<file path="src/include/vector_engine_trigger_pkg.sv">
// constants for the vector engine trigger register slice
package vector_engine_trigger_pkg;
    localparam logic [7:0]  TRG_CORR_OFS   = 8'h00;
    localparam logic [7:0]  CMP_A_OFS      = 8'h04;
    localparam logic [7:0]  CMP_B_OFS      = 8'h08;
    localparam logic [7:0]  TRG_SEL_OFS    = 8'h0c;
    localparam logic [7:0]  EMG_RET_OFS    = 8'h10;
    localparam logic [15:0] TRG_CORR_RST   = 16'h0000;
    localparam logic [15:0] CMP_RST        = 16'h0000;
    localparam logic [2:0]  TRG_SEL_RST    = 3'h0;
    localparam int          EMG_CMD_BIT    = 0;
    localparam logic [1:0]  RESP_OKAY      = 2'h0;
    localparam logic [1:0]  RESP_SLVERR    = 2'h2;
    // pwm trigger modes that make the compare values meaningful
    localparam logic [2:0]  TRGMD_DOWN     = 3'h1;
    localparam logic [2:0]  TRGMD_UP       = 3'h2;
    localparam logic [2:0]  TRGMD_UPDOWN   = 3'h3;
    localparam logic [1:0]  SHIFT_OFF      = 2'h0;
    localparam logic [1:0]  SHIFT_MODE1    = 2'h1;
endpackage

</file>
<file path="src/hw/vector_engine_trigger_regs.sv">
// axi4-lite register slice feeding the pwm unit trigger parameters
`timescale 1ns/1ps
`default_nettype none
module vector_engine_trigger_regs
    import vector_engine_trigger_pkg::*;
(
    input  wire logic        clk_sys_i,
    input  wire logic        rst_b_i,
    input  wire logic [7:0]  s_axi_awaddr_i,
    input  wire logic        s_axi_awvalid_i,
    output logic             s_axi_awready_o,
    input  wire logic [31:0] s_axi_wdata_i,
    input  wire logic [3:0]  s_axi_wstrb_i,
    input  wire logic        s_axi_wvalid_i,
    output logic             s_axi_wready_o,
    output logic [1:0]       s_axi_bresp_o,
    output logic             s_axi_bvalid_o,
    input  wire logic        s_axi_bready_i,
    input  wire logic [7:0]  s_axi_araddr_i,
    input  wire logic        s_axi_arvalid_i,
    output logic             s_axi_arready_o,
    output logic [31:0]      s_axi_rdata_o,
    output logic [1:0]       s_axi_rresp_o,
    output logic             s_axi_rvalid_o,
    input  wire logic        s_axi_rready_i,
    input  wire logic [2:0]  pwm_trigger_mode_i,
    input  wire logic        trigger_output_mode_bit_i,
    input  wire logic [1:0]  pwm_shift_mode_i,
    input  wire logic        trigger_task_run_i,
    input  wire logic        output_task_run_i,
    input  wire logic        emergency_return_mode_i,
    output logic [15:0]      trigger_correction_value_o,
    output logic             trigger_correction_valid_o,
    output logic [15:0]      adc_compare_first_o,
    output logic             adc_compare_first_valid_o,
    output logic [15:0]      adc_compare_second_o,
    output logic             adc_compare_second_valid_o,
    output logic [2:0]       trigger_number_select_o,
    output logic             trigger_number_valid_o,
    output logic             emergency_return_cmd_o
);
    logic [15:0] corr_reg;
    logic [15:0] cmp_a_reg;
    logic [15:0] cmp_b_reg;
    logic [2:0]  sel_reg;
    logic        emg_reg;
    logic [7:0]  aw_addr_reg;
    logic        aw_held_reg;
    logic [31:0] w_data_reg;
    logic [3:0]  w_strb_reg;
    logic        w_held_reg;
    logic        bvalid_reg;
    logic [1:0]  bresp_reg;
    logic        rvalid_reg;
    logic [1:0]  rresp_reg;
    logic [31:0] rdata_reg;
    logic        wr_fire;
    logic        wr_hit;
    logic        shift_ok;
    logic        mode_ok;
    logic [15:0] corr_next;
    logic [15:0] cmp_a_next;
    logic [15:0] cmp_b_next;
    logic [2:0]  sel_next;
    logic [31:0] rd_next;
    logic        rd_hit;

    // write address and data are taken independently, then joined
    assign s_axi_awready_o = !aw_held_reg && !bvalid_reg;
    assign s_axi_wready_o  = !w_held_reg && !bvalid_reg;
    assign wr_fire = aw_held_reg && w_held_reg && !bvalid_reg;

    always_ff @(posedge clk_sys_i) begin
        if (!rst_b_i) begin
            aw_held_reg <= 1'b0;
            aw_addr_reg <= 8'h00;
        end else if (s_axi_awvalid_i && s_axi_awready_o) begin
            aw_held_reg <= 1'b1;
            aw_addr_reg <= s_axi_awaddr_i;
        end else if (wr_fire) begin
            aw_held_reg <= 1'b0;
        end
    end

    always_ff @(posedge clk_sys_i) begin
        if (!rst_b_i) begin
            w_held_reg <= 1'b0;
            w_data_reg <= 32'h0000_0000;
            w_strb_reg <= 4'h0;
        end else if (s_axi_wvalid_i && s_axi_wready_o) begin
            w_held_reg <= 1'b1;
            w_data_reg <= s_axi_wdata_i;
            w_strb_reg <= s_axi_wstrb_i;
        end else if (wr_fire) begin
            w_held_reg <= 1'b0;
        end
    end

    // upper address bits must be zero too, so aliases answer slverr
    always_comb begin
        unique case (aw_addr_reg)
            TRG_CORR_OFS, CMP_A_OFS, CMP_B_OFS,
            TRG_SEL_OFS, EMG_RET_OFS: wr_hit = 1'b1;
            default:                  wr_hit = 1'b0;
        endcase
    end

    always_ff @(posedge clk_sys_i) begin
        if (!rst_b_i) begin
            bvalid_reg <= 1'b0;
            bresp_reg  <= RESP_OKAY;
        end else if (wr_fire) begin
            bvalid_reg <= 1'b1;
            bresp_reg  <= wr_hit ? RESP_OKAY : RESP_SLVERR;
        end else if (s_axi_bready_i) begin
            bvalid_reg <= 1'b0;
        end
    end
    assign s_axi_bvalid_o = bvalid_reg;
    assign s_axi_bresp_o  = bresp_reg;

    // byte-lane merge; bits 31..16 are dropped here
    function automatic logic [15:0] merge16(input logic [15:0] old_v,
                                            input logic [31:0] d,
                                            input logic [3:0]  s);
        merge16 = {s[1] ? d[15:8] : old_v[15:8],
                   s[0] ? d[7:0]  : old_v[7:0]};
    endfunction

    always_comb begin
        corr_next  = merge16(corr_reg, w_data_reg, w_strb_reg);
        cmp_a_next = merge16(cmp_a_reg, w_data_reg, w_strb_reg);
        cmp_b_next = merge16(cmp_b_reg, w_data_reg, w_strb_reg);
        sel_next   = w_strb_reg[0] ? w_data_reg[2:0] : sel_reg;
    end

    always_ff @(posedge clk_sys_i) begin
        if (!rst_b_i) begin
            corr_reg <= TRG_CORR_RST;
        end else if (wr_fire && aw_addr_reg == TRG_CORR_OFS) begin
            corr_reg <= corr_next;
        end
    end

    // out-of-range compare values are stored as written; software owns it
    // clamping here would hide a software fault instead of exposing it
    always_ff @(posedge clk_sys_i) begin
        if (!rst_b_i) begin
            cmp_a_reg <= CMP_RST;
        end else if (wr_fire && aw_addr_reg == CMP_A_OFS) begin
            cmp_a_reg <= cmp_a_next;
        end
    end

    always_ff @(posedge clk_sys_i) begin
        if (!rst_b_i) begin
            cmp_b_reg <= CMP_RST;
        end else if (wr_fire && aw_addr_reg == CMP_B_OFS) begin
            cmp_b_reg <= cmp_b_next;
        end
    end

    // codes 6 and 7 are stored untouched and handed to the pwm unit like any other code
    always_ff @(posedge clk_sys_i) begin
        if (!rst_b_i) begin
            sel_reg <= TRG_SEL_RST;
        end else if (wr_fire && aw_addr_reg == TRG_SEL_OFS) begin
            sel_reg <= sel_next;
        end
    end

    // one-cycle command pulse; hardware set from output tasks joins it
    always_ff @(posedge clk_sys_i) begin
        if (!rst_b_i) begin
            emg_reg <= 1'b0;
        end else begin
            emg_reg <= (wr_fire && aw_addr_reg == EMG_RET_OFS &&
                        w_strb_reg[0] && w_data_reg[EMG_CMD_BIT])
                    || (output_task_run_i && emergency_return_mode_i);
        end
    end
    assign emergency_return_cmd_o = emg_reg;

    assign shift_ok = pwm_shift_mode_i == SHIFT_OFF ||
                      pwm_shift_mode_i == SHIFT_MODE1;
    assign mode_ok  = pwm_trigger_mode_i == TRGMD_DOWN ||
                      pwm_trigger_mode_i == TRGMD_UP ||
                      pwm_trigger_mode_i == TRGMD_UPDOWN;

    // values are latched at each trigger task run and stay until the next
    // a write between runs is seen only at the next run, never mid-period
    always_ff @(posedge clk_sys_i) begin
        if (!rst_b_i) begin
            trigger_correction_value_o <= TRG_CORR_RST;
        end else if (trigger_task_run_i) begin
            trigger_correction_value_o <= corr_reg;
        end
    end

    always_ff @(posedge clk_sys_i) begin
        if (!rst_b_i) begin
            adc_compare_first_o <= CMP_RST;
        end else if (trigger_task_run_i) begin
            adc_compare_first_o <= cmp_a_reg;
        end
    end

    always_ff @(posedge clk_sys_i) begin
        if (!rst_b_i) begin
            adc_compare_second_o <= CMP_RST;
        end else if (trigger_task_run_i) begin
            adc_compare_second_o <= cmp_b_reg;
        end
    end

    // the selector is handed over on every run, even when not effective
    always_ff @(posedge clk_sys_i) begin
        if (!rst_b_i) begin
            trigger_number_select_o <= TRG_SEL_RST;
        end else if (trigger_task_run_i) begin
            trigger_number_select_o <= sel_reg;
        end
    end

    // valid flags follow the pwm mode inputs with one cycle of lag
    always_ff @(posedge clk_sys_i) begin
        if (!rst_b_i) begin
            trigger_correction_valid_o <= 1'b0;
        end else begin
            trigger_correction_valid_o <= shift_ok;
        end
    end

    always_ff @(posedge clk_sys_i) begin
        if (!rst_b_i) begin
            adc_compare_first_valid_o <= 1'b0;
        end else begin
            adc_compare_first_valid_o <= shift_ok && mode_ok;
        end
    end

    // trigger-select output leaves no use for the second compare value
    always_ff @(posedge clk_sys_i) begin
        if (!rst_b_i) begin
            adc_compare_second_valid_o <= 1'b0;
        end else begin
            adc_compare_second_valid_o <= shift_ok && mode_ok &&
                                          !trigger_output_mode_bit_i;
        end
    end

    always_ff @(posedge clk_sys_i) begin
        if (!rst_b_i) begin
            trigger_number_valid_o <= 1'b0;
        end else begin
            trigger_number_valid_o <= trigger_output_mode_bit_i;
        end
    end

    // read side
    // address decoded straight off the bus; it is captured with the data
    assign s_axi_arready_o = !rvalid_reg;

    always_comb begin
        rd_next = 32'h0000_0000;
        rd_hit  = 1'b1;
        unique case (s_axi_araddr_i)
            TRG_CORR_OFS: rd_next = {16'h0000, corr_reg};
            CMP_A_OFS:    rd_next = {16'h0000, cmp_a_reg};
            CMP_B_OFS:    rd_next = {16'h0000, cmp_b_reg};
            TRG_SEL_OFS:  rd_next = {29'h0000_0000, sel_reg};
            EMG_RET_OFS:  rd_next = 32'h0000_0000;
            default:      rd_hit  = 1'b0;
        endcase
    end

    always_ff @(posedge clk_sys_i) begin
        if (!rst_b_i) begin
            rvalid_reg <= 1'b0;
            rresp_reg  <= RESP_OKAY;
            rdata_reg  <= 32'h0000_0000;
        end else if (s_axi_arvalid_i && s_axi_arready_o) begin
            rvalid_reg <= 1'b1;
            rresp_reg  <= rd_hit ? RESP_OKAY : RESP_SLVERR;
            rdata_reg  <= rd_next;
        end else if (s_axi_rready_i) begin
            rvalid_reg <= 1'b0;
        end
    end
    assign s_axi_rvalid_o = rvalid_reg;
    assign s_axi_rresp_o  = rresp_reg;
    assign s_axi_rdata_o  = rdata_reg;
endmodule
`default_nettype wire

</file>
<file path="config.mk">
export PLATFORM = sky130hd
export DESIGN_NAME = vector_engine_trigger_regs
export DESIGN_NICKNAME = d
export VERILOG_FILES = /design/src/include/vector_engine_trigger_pkg.sv /design/src/hw/vector_engine_trigger_regs.sv
export SDC_FILE = /design/constraint.sdc
export NUM_CORES = 1
export LEC_CHECK = 0
export ABC_CLOCK_PERIOD_IN_PS = 2300
export BUFFER_PORTS_ARGS = -buffer_cell sky130_fd_sc_hd__buf_2
export CORE_ASPECT_RATIO = 2
export CORE_MARGIN = 5
export CORE_UTILIZATION = 45
export CTS_CLUSTER_SIZE = 40
export DETAILED_ROUTE_END_ITERATION = 8
export HOLD_SLACK_MARGIN = 0.02
export PLACE_DENSITY = 0.84
export REMOVE_ABC_BUFFERS = 1
export SLEW_MARGIN = 5
export SYNTH_ARGS = -nofsm -noshare
export SYNTH_HDL_FRONTEND = slang
export SYNTH_SLANG_ARGS = --single-unit
</file>
<file path="constraint.sdc">
create_clock -name clk_sys_i -period 2.3 [get_ports clk_sys_i]
set_input_delay 0.115 -clock clk_sys_i [delete_from_list [all_inputs] [get_ports clk_sys_i]]
set_output_delay 0.115 -clock clk_sys_i [all_outputs]
set_load 0.05 [all_outputs]
</file>
After elaboration in Yosys (flattened, before gate mapping):

Index checks and enable logic that the tools add are counted.

* word-level logic and storage cells: 92
* register bits: 173
* output and inout bits: 97

* equality and inequality tests: 12
* reduce and logical (&&, ||, !) cells: 42
* muxes and demuxes: 12

Operators with widths (number)
* 16-bit one-hot mux with 4 select lines: 1
* 8-bit by 4-bit == test with 1-bit output (second input constant): 4
* 1-bit logical AND: 17
* 8-bit by 3-bit == test with 1-bit output (second input constant): 2
* 8-bit by 5-bit == test with 1-bit output (second input constant): 2
* 8-bit logical NOT: 2
* 2-bit AND reduction: 7
* 5-bit OR reduction: 2
* 1-bit two-way mux: 9
* 2-bit nonzero test: 4
* 3-bit by 2-bit == test with 1-bit output (second input constant): 2
* 1-bit logical NOT: 5
* 1-bit logical OR: 4
* 2-bit two-way mux: 2
* 3-bit by 1-bit == test with 1-bit output (second input constant): 1
* 2-bit by 1-bit == test with 1-bit output (second input constant): 1
* 2-bit logical NOT: 1

Depth between registers and ports, before layout:

* depth after elaboration: 6
* mapped depth: 6

Least setup slack after synthesis:

OpenSTA, ideal clock, no wires.

* kind: flip-flop to flip-flop
* from: reg bvalid_reg, in the netlist s_axi_bvalid_o
* to: reg w_data_reg[10]
* setup slack: -23 ps
* cell stages (with the launch flop): 7
* arrival time: 2247 ps
* cell sequence: dfxtp_1 > nor2_1 > and2_1 > clkbuf_1 > clkbuf_1 > nand2_1 > a21boi_0

* longest elaborated chain between the ends: 3

RTL lines
* start, declared: RTL line vector_engine_trigger_regs.sv:52 `logic bvalid_reg;`
* start signal, assigned: RTL line vector_engine_trigger_regs.sv:110 `bvalid_reg <= 1'b0;`
* start signal, assigned: RTL line vector_engine_trigger_regs.sv:113 `bvalid_reg <= 1'b1;`
* start signal, assigned: RTL line vector_engine_trigger_regs.sv:116 `bvalid_reg <= 1'b0;`
* 1-bit logical NOT: RTL line vector_engine_trigger_regs.sv:70 `assign s_axi_wready_o = !w_held_reg && !bvalid_reg;`
* 1-bit logical AND: RTL line vector_engine_trigger_regs.sv:70
* net s_axi_wready_o: RTL line vector_engine_trigger_regs.sv:15 `output logic s_axi_wready_o,`
* 1-bit logical AND: RTL line vector_engine_trigger_regs.sv:90 `end else if (s_axi_wvalid_i && s_axi_wready_o) begin`
* end signal, assigned: RTL line vector_engine_trigger_regs.sv:92 `w_data_reg <= s_axi_wdata_i;`
* end, declared: RTL line vector_engine_trigger_regs.sv:49 `logic [31:0] w_data_reg;`

The timed path passes the listed nets, and every way through them passes these cells.
A chain may end at the register's enable or synchronous reset.

Worst setup path in the final report:

* from: reg aw_addr_reg[0]
* to: reg cmp_a_reg[15]

* longest elaborated chain between the ends: 3

RTL lines
* start, declared: RTL line vector_engine_trigger_regs.sv:47 `logic [7:0] aw_addr_reg;`
* start signal, assigned: RTL line vector_engine_trigger_regs.sv:79 `aw_addr_reg <= s_axi_awaddr_i;`
* 8-bit by 3-bit == test with 1-bit output: RTL line vector_engine_trigger_regs.sv:150 `end else if (wr_fire && aw_addr_reg == CMP_A_OFS) begin`
* 1-bit logical AND: RTL line vector_engine_trigger_regs.sv:150
* 2-bit AND reduction (no source line)
* end signal, assigned: RTL line vector_engine_trigger_regs.sv:151 `cmp_a_reg <= cmp_a_next;`
* end, declared: RTL line vector_engine_trigger_regs.sv:43 `logic [15:0] cmp_a_reg;`

No other way between the ends.

==> results.toml <==
[critical_path]
crit_path_start_kind = "register"
worst-setup-path-type = "reg -> reg"
worstPathMaxFanout = 8
crit_required_ps = 2640
crit_arrival_ps = 2480
rr_endpoint = "cmp_a_reg[15]"
r2r_start = "aw_addr_reg[0]"
rrSetupSlack_ps = 150
critPathCaptureType = "register"
r2r_cells = 6

[timing]
clock-skew-final_ps = 7.56
setup_slack_ps = 154
timing.fmax_mhz = 466
rsz0062_at_grt = "false"
slew_violations = 0
setup_tns_ps = 0
worst_slew_pin_slew_ps = 922
max_slew_margin = 0.383
min_period_ps = 2150
fin_crit_sh = 0.933
final-setup-viol-count = 0
hold_violations = 0

[clock_tree]
cts_buffer_depth = 2
cts_tree = "done"
cts_resized = 0
cts_buffers = 17
clockRootBuffer = "clkbuf_16"
postCtsHoldBufs = 38
cts.sinks = 155
post_cts_buffers = 0
clk_latency_ps = 410
htreeDepth = 4
clkTransAtPathRegs_ps = 60

[power_and_ir_drop]
power_w = 0.00607
pwr-share-clk = 0.463
p_sw_frac = 0.233
p_leak_nw = 3.38
p_int_w = 0.00466
powerDensity_nw_per_um2 = 756
ir_drop_uv = 509
pwr-share-seq = 0.455
switchingPower_w = 0.00141
p_comb_frac = 0.081

[placement]
hpwl_um = 10000
placed_area_um2 = 7040
place.gp.congestion = 0.753
dpl_worst_slack_ps = 161
port_buffers = 127

[die]
die_height_um = 176
boundaryPins = 165
coreArea_um2 = 13500
initial_core_util = 0.461
die-area_um2 = 16400
die_w_um = 93.2
rows = 60

[route]
ant_nets = 0
wl_per_cell_um = 16.0
first_pass_iters = 6
vias = 4808
drc_errors = 0
wirelength_um = 15200
drt_iter0_drc = 187
vias_per_cell = 5.06

[synthesis]
ys_seq_area_frac = 0.498
ys_warn_count = 0
ys_seq_elements = 155
synthCells = 624
synth.distinct_cells = 30
syn_avg_cell_area_um2 = 9.98
netlist_area_um2 = 6230

[grt]
grt_overflow = 0
grt_use_total = 0.191
grt_pass1_vias = 5084
grt_max_degree = 88
grt_pass1_wl_um = 24600
grt_antenna_before_repair = 0

[min_path]
hp-start = "trigger_task_run_i"
min_to = "trigger_number_select_o[1]"
min_path_cells = 3
hold_class = "in -> reg"

[cells_and_area]
syn2layout_area_growth_pct = 28.8
fin_area_um2 = 8020
post-route-util = 0.594
fin_nets = 852
drive_gt1_frac = 0.231
num_antenna_cells = 0

[job]
maxCapViolCount = 0

[run_status]
run_status = "completed"
==> worst max-delay path, stage by stage (launching register included) <==
cell,delay [ps]
dfxtp_1,310
or4_4,530
or3b_1,390
buf_4,200
nor4_4,280
buf_12,180
mux2i_1,180
==> cells in the mapped netlist <==
cell      number  area (um^2)
clkbuf_1      32          120
nand2b_1       4         25.0
nor3_1         2         10.0
and4b_1        1         10.0
or4_1          1         7.51
mux4_2         3         67.6
nor4_4         4         85.1
and3b_1        1         8.76
conb_1         1         3.75
o211a_1        1         10.0
o21a_1         2         15.0
nor4_1         1         6.26
a22o_1        16          140
o21ai_0       19         95.1
nor2_1         7         26.3
nand4_1        1         6.26
mux2i_1      115         1150
a31oi_1        2         12.5
a21boi_0      27          203
and2_1         4         25.0
nor2b_1       55          344
or4_4          1         11.3
or3b_1         1         8.76
inv_1          3         11.3
nand2_1      138          518
buf_6          1         11.3
buf_1          6         22.5
dfxtp_1      155         3100
buf_4         18          135
nor3_4         2         32.5
==> cells by family after synthesis <==
| family | count (synthesis) | share of synthesized area |
|---|---|---|
| AO/OA/AOI/OAI | 67 | 0.0764 |
| buffers and inverters | 60 | 0.0482 |
| flip-flops | 155 | 0.498 |
| multiplexers | 118 | 0.196 |
| other | 1 | 0.000602 |
| AND/OR/NAND/NOR | 223 | 0.181 |
==> how the worst max path moves through the flow <==
stage | from | to | slack [ps] | depth (start not counted)
2_1_floorplan | aw_addr_reg[0] | corr_reg[10] | -2 | 4
3_3_place_gp | aw_addr_reg[0] | corr_reg[4] | 220 | 6
3_5_place_dp | aw_addr_reg[0] | cmp_a_reg[13] | 160 | 6
4_1_cts | aw_addr_reg[0] | corr_reg[9] | 140 | 6
5_1_grt | aw_addr_reg[0] | corr_reg[1] | 70 | 6
6_report | aw_addr_reg[0] | cmp_a_reg[15] | 150 | 6
==> metrics by stage <==
stage	instances	hold WS [ps]
finish	950	94.3
global route	950	130
floorplan	584	193
detailed placement	882	299
CTS	950	83.5
global placement	882	289
==> final cells by class <==
class	instances	area, um^2
inverter	3	11.3
clock buffer	19	453
multi-input combinational	426	2890
tap	155	194
fill	1134	5490
sequential	155	3100
clock inverter	11	145
timing repair buffer	181	1230
==> power groups by stage <==
stage          Combinational [W]  Sequential, W  Clock [W]
2_1_floorplan           0.000230        0.00284          0
3_3_place_gp            0.000435        0.00282          0
3_5_place_dp            0.000441        0.00282          0
4_1_cts                 0.000492        0.00276    0.00286
5_1_grt                 0.000533        0.00276    0.00300
6_report                0.000494        0.00276    0.00281
==> cells in the final DEF, fill, tap and decap left out, drive strengths merged <==
cell type / netlist / routed
a21boi: 27 / 27
a22o: 16 / 16
a31oi: 2 / 2
and2: 4 / 4
and3b: 1 / 1
and4b: 1 / 1
buf: 25 / 143
bufinv: 0 / 3
clkbuf: 32 / 19
clkinv: 0 / 4
clkinvlp: 0 / 3
conb: 1 / 18
dfxtp: 155 / 155
dlygate4sd3: 0 / 38
inv: 3 / 4
mux2i: 115 / 115
mux4: 3 / 3
nand2: 138 / 138
nand2b: 4 / 4
nand4: 1 / 1
nor2: 7 / 7
nor2b: 55 / 55
nor3: 4 / 4
nor4: 5 / 5
o211a: 1 / 1
o21a: 2 / 2
o21ai: 19 / 19
or3b: 1 / 1
or4: 2 / 2
==> per-layer routing <==
layer	global-route usage	share of wire	vias up
met5	0	0	-
met4	0.0930	0.034	0
met3	0.0392	0.046	33
met2	0.357	0.55	136
met1	0.196	0.37	2254
li1	-	-	2385
Power figures use the tool's default switching activity.
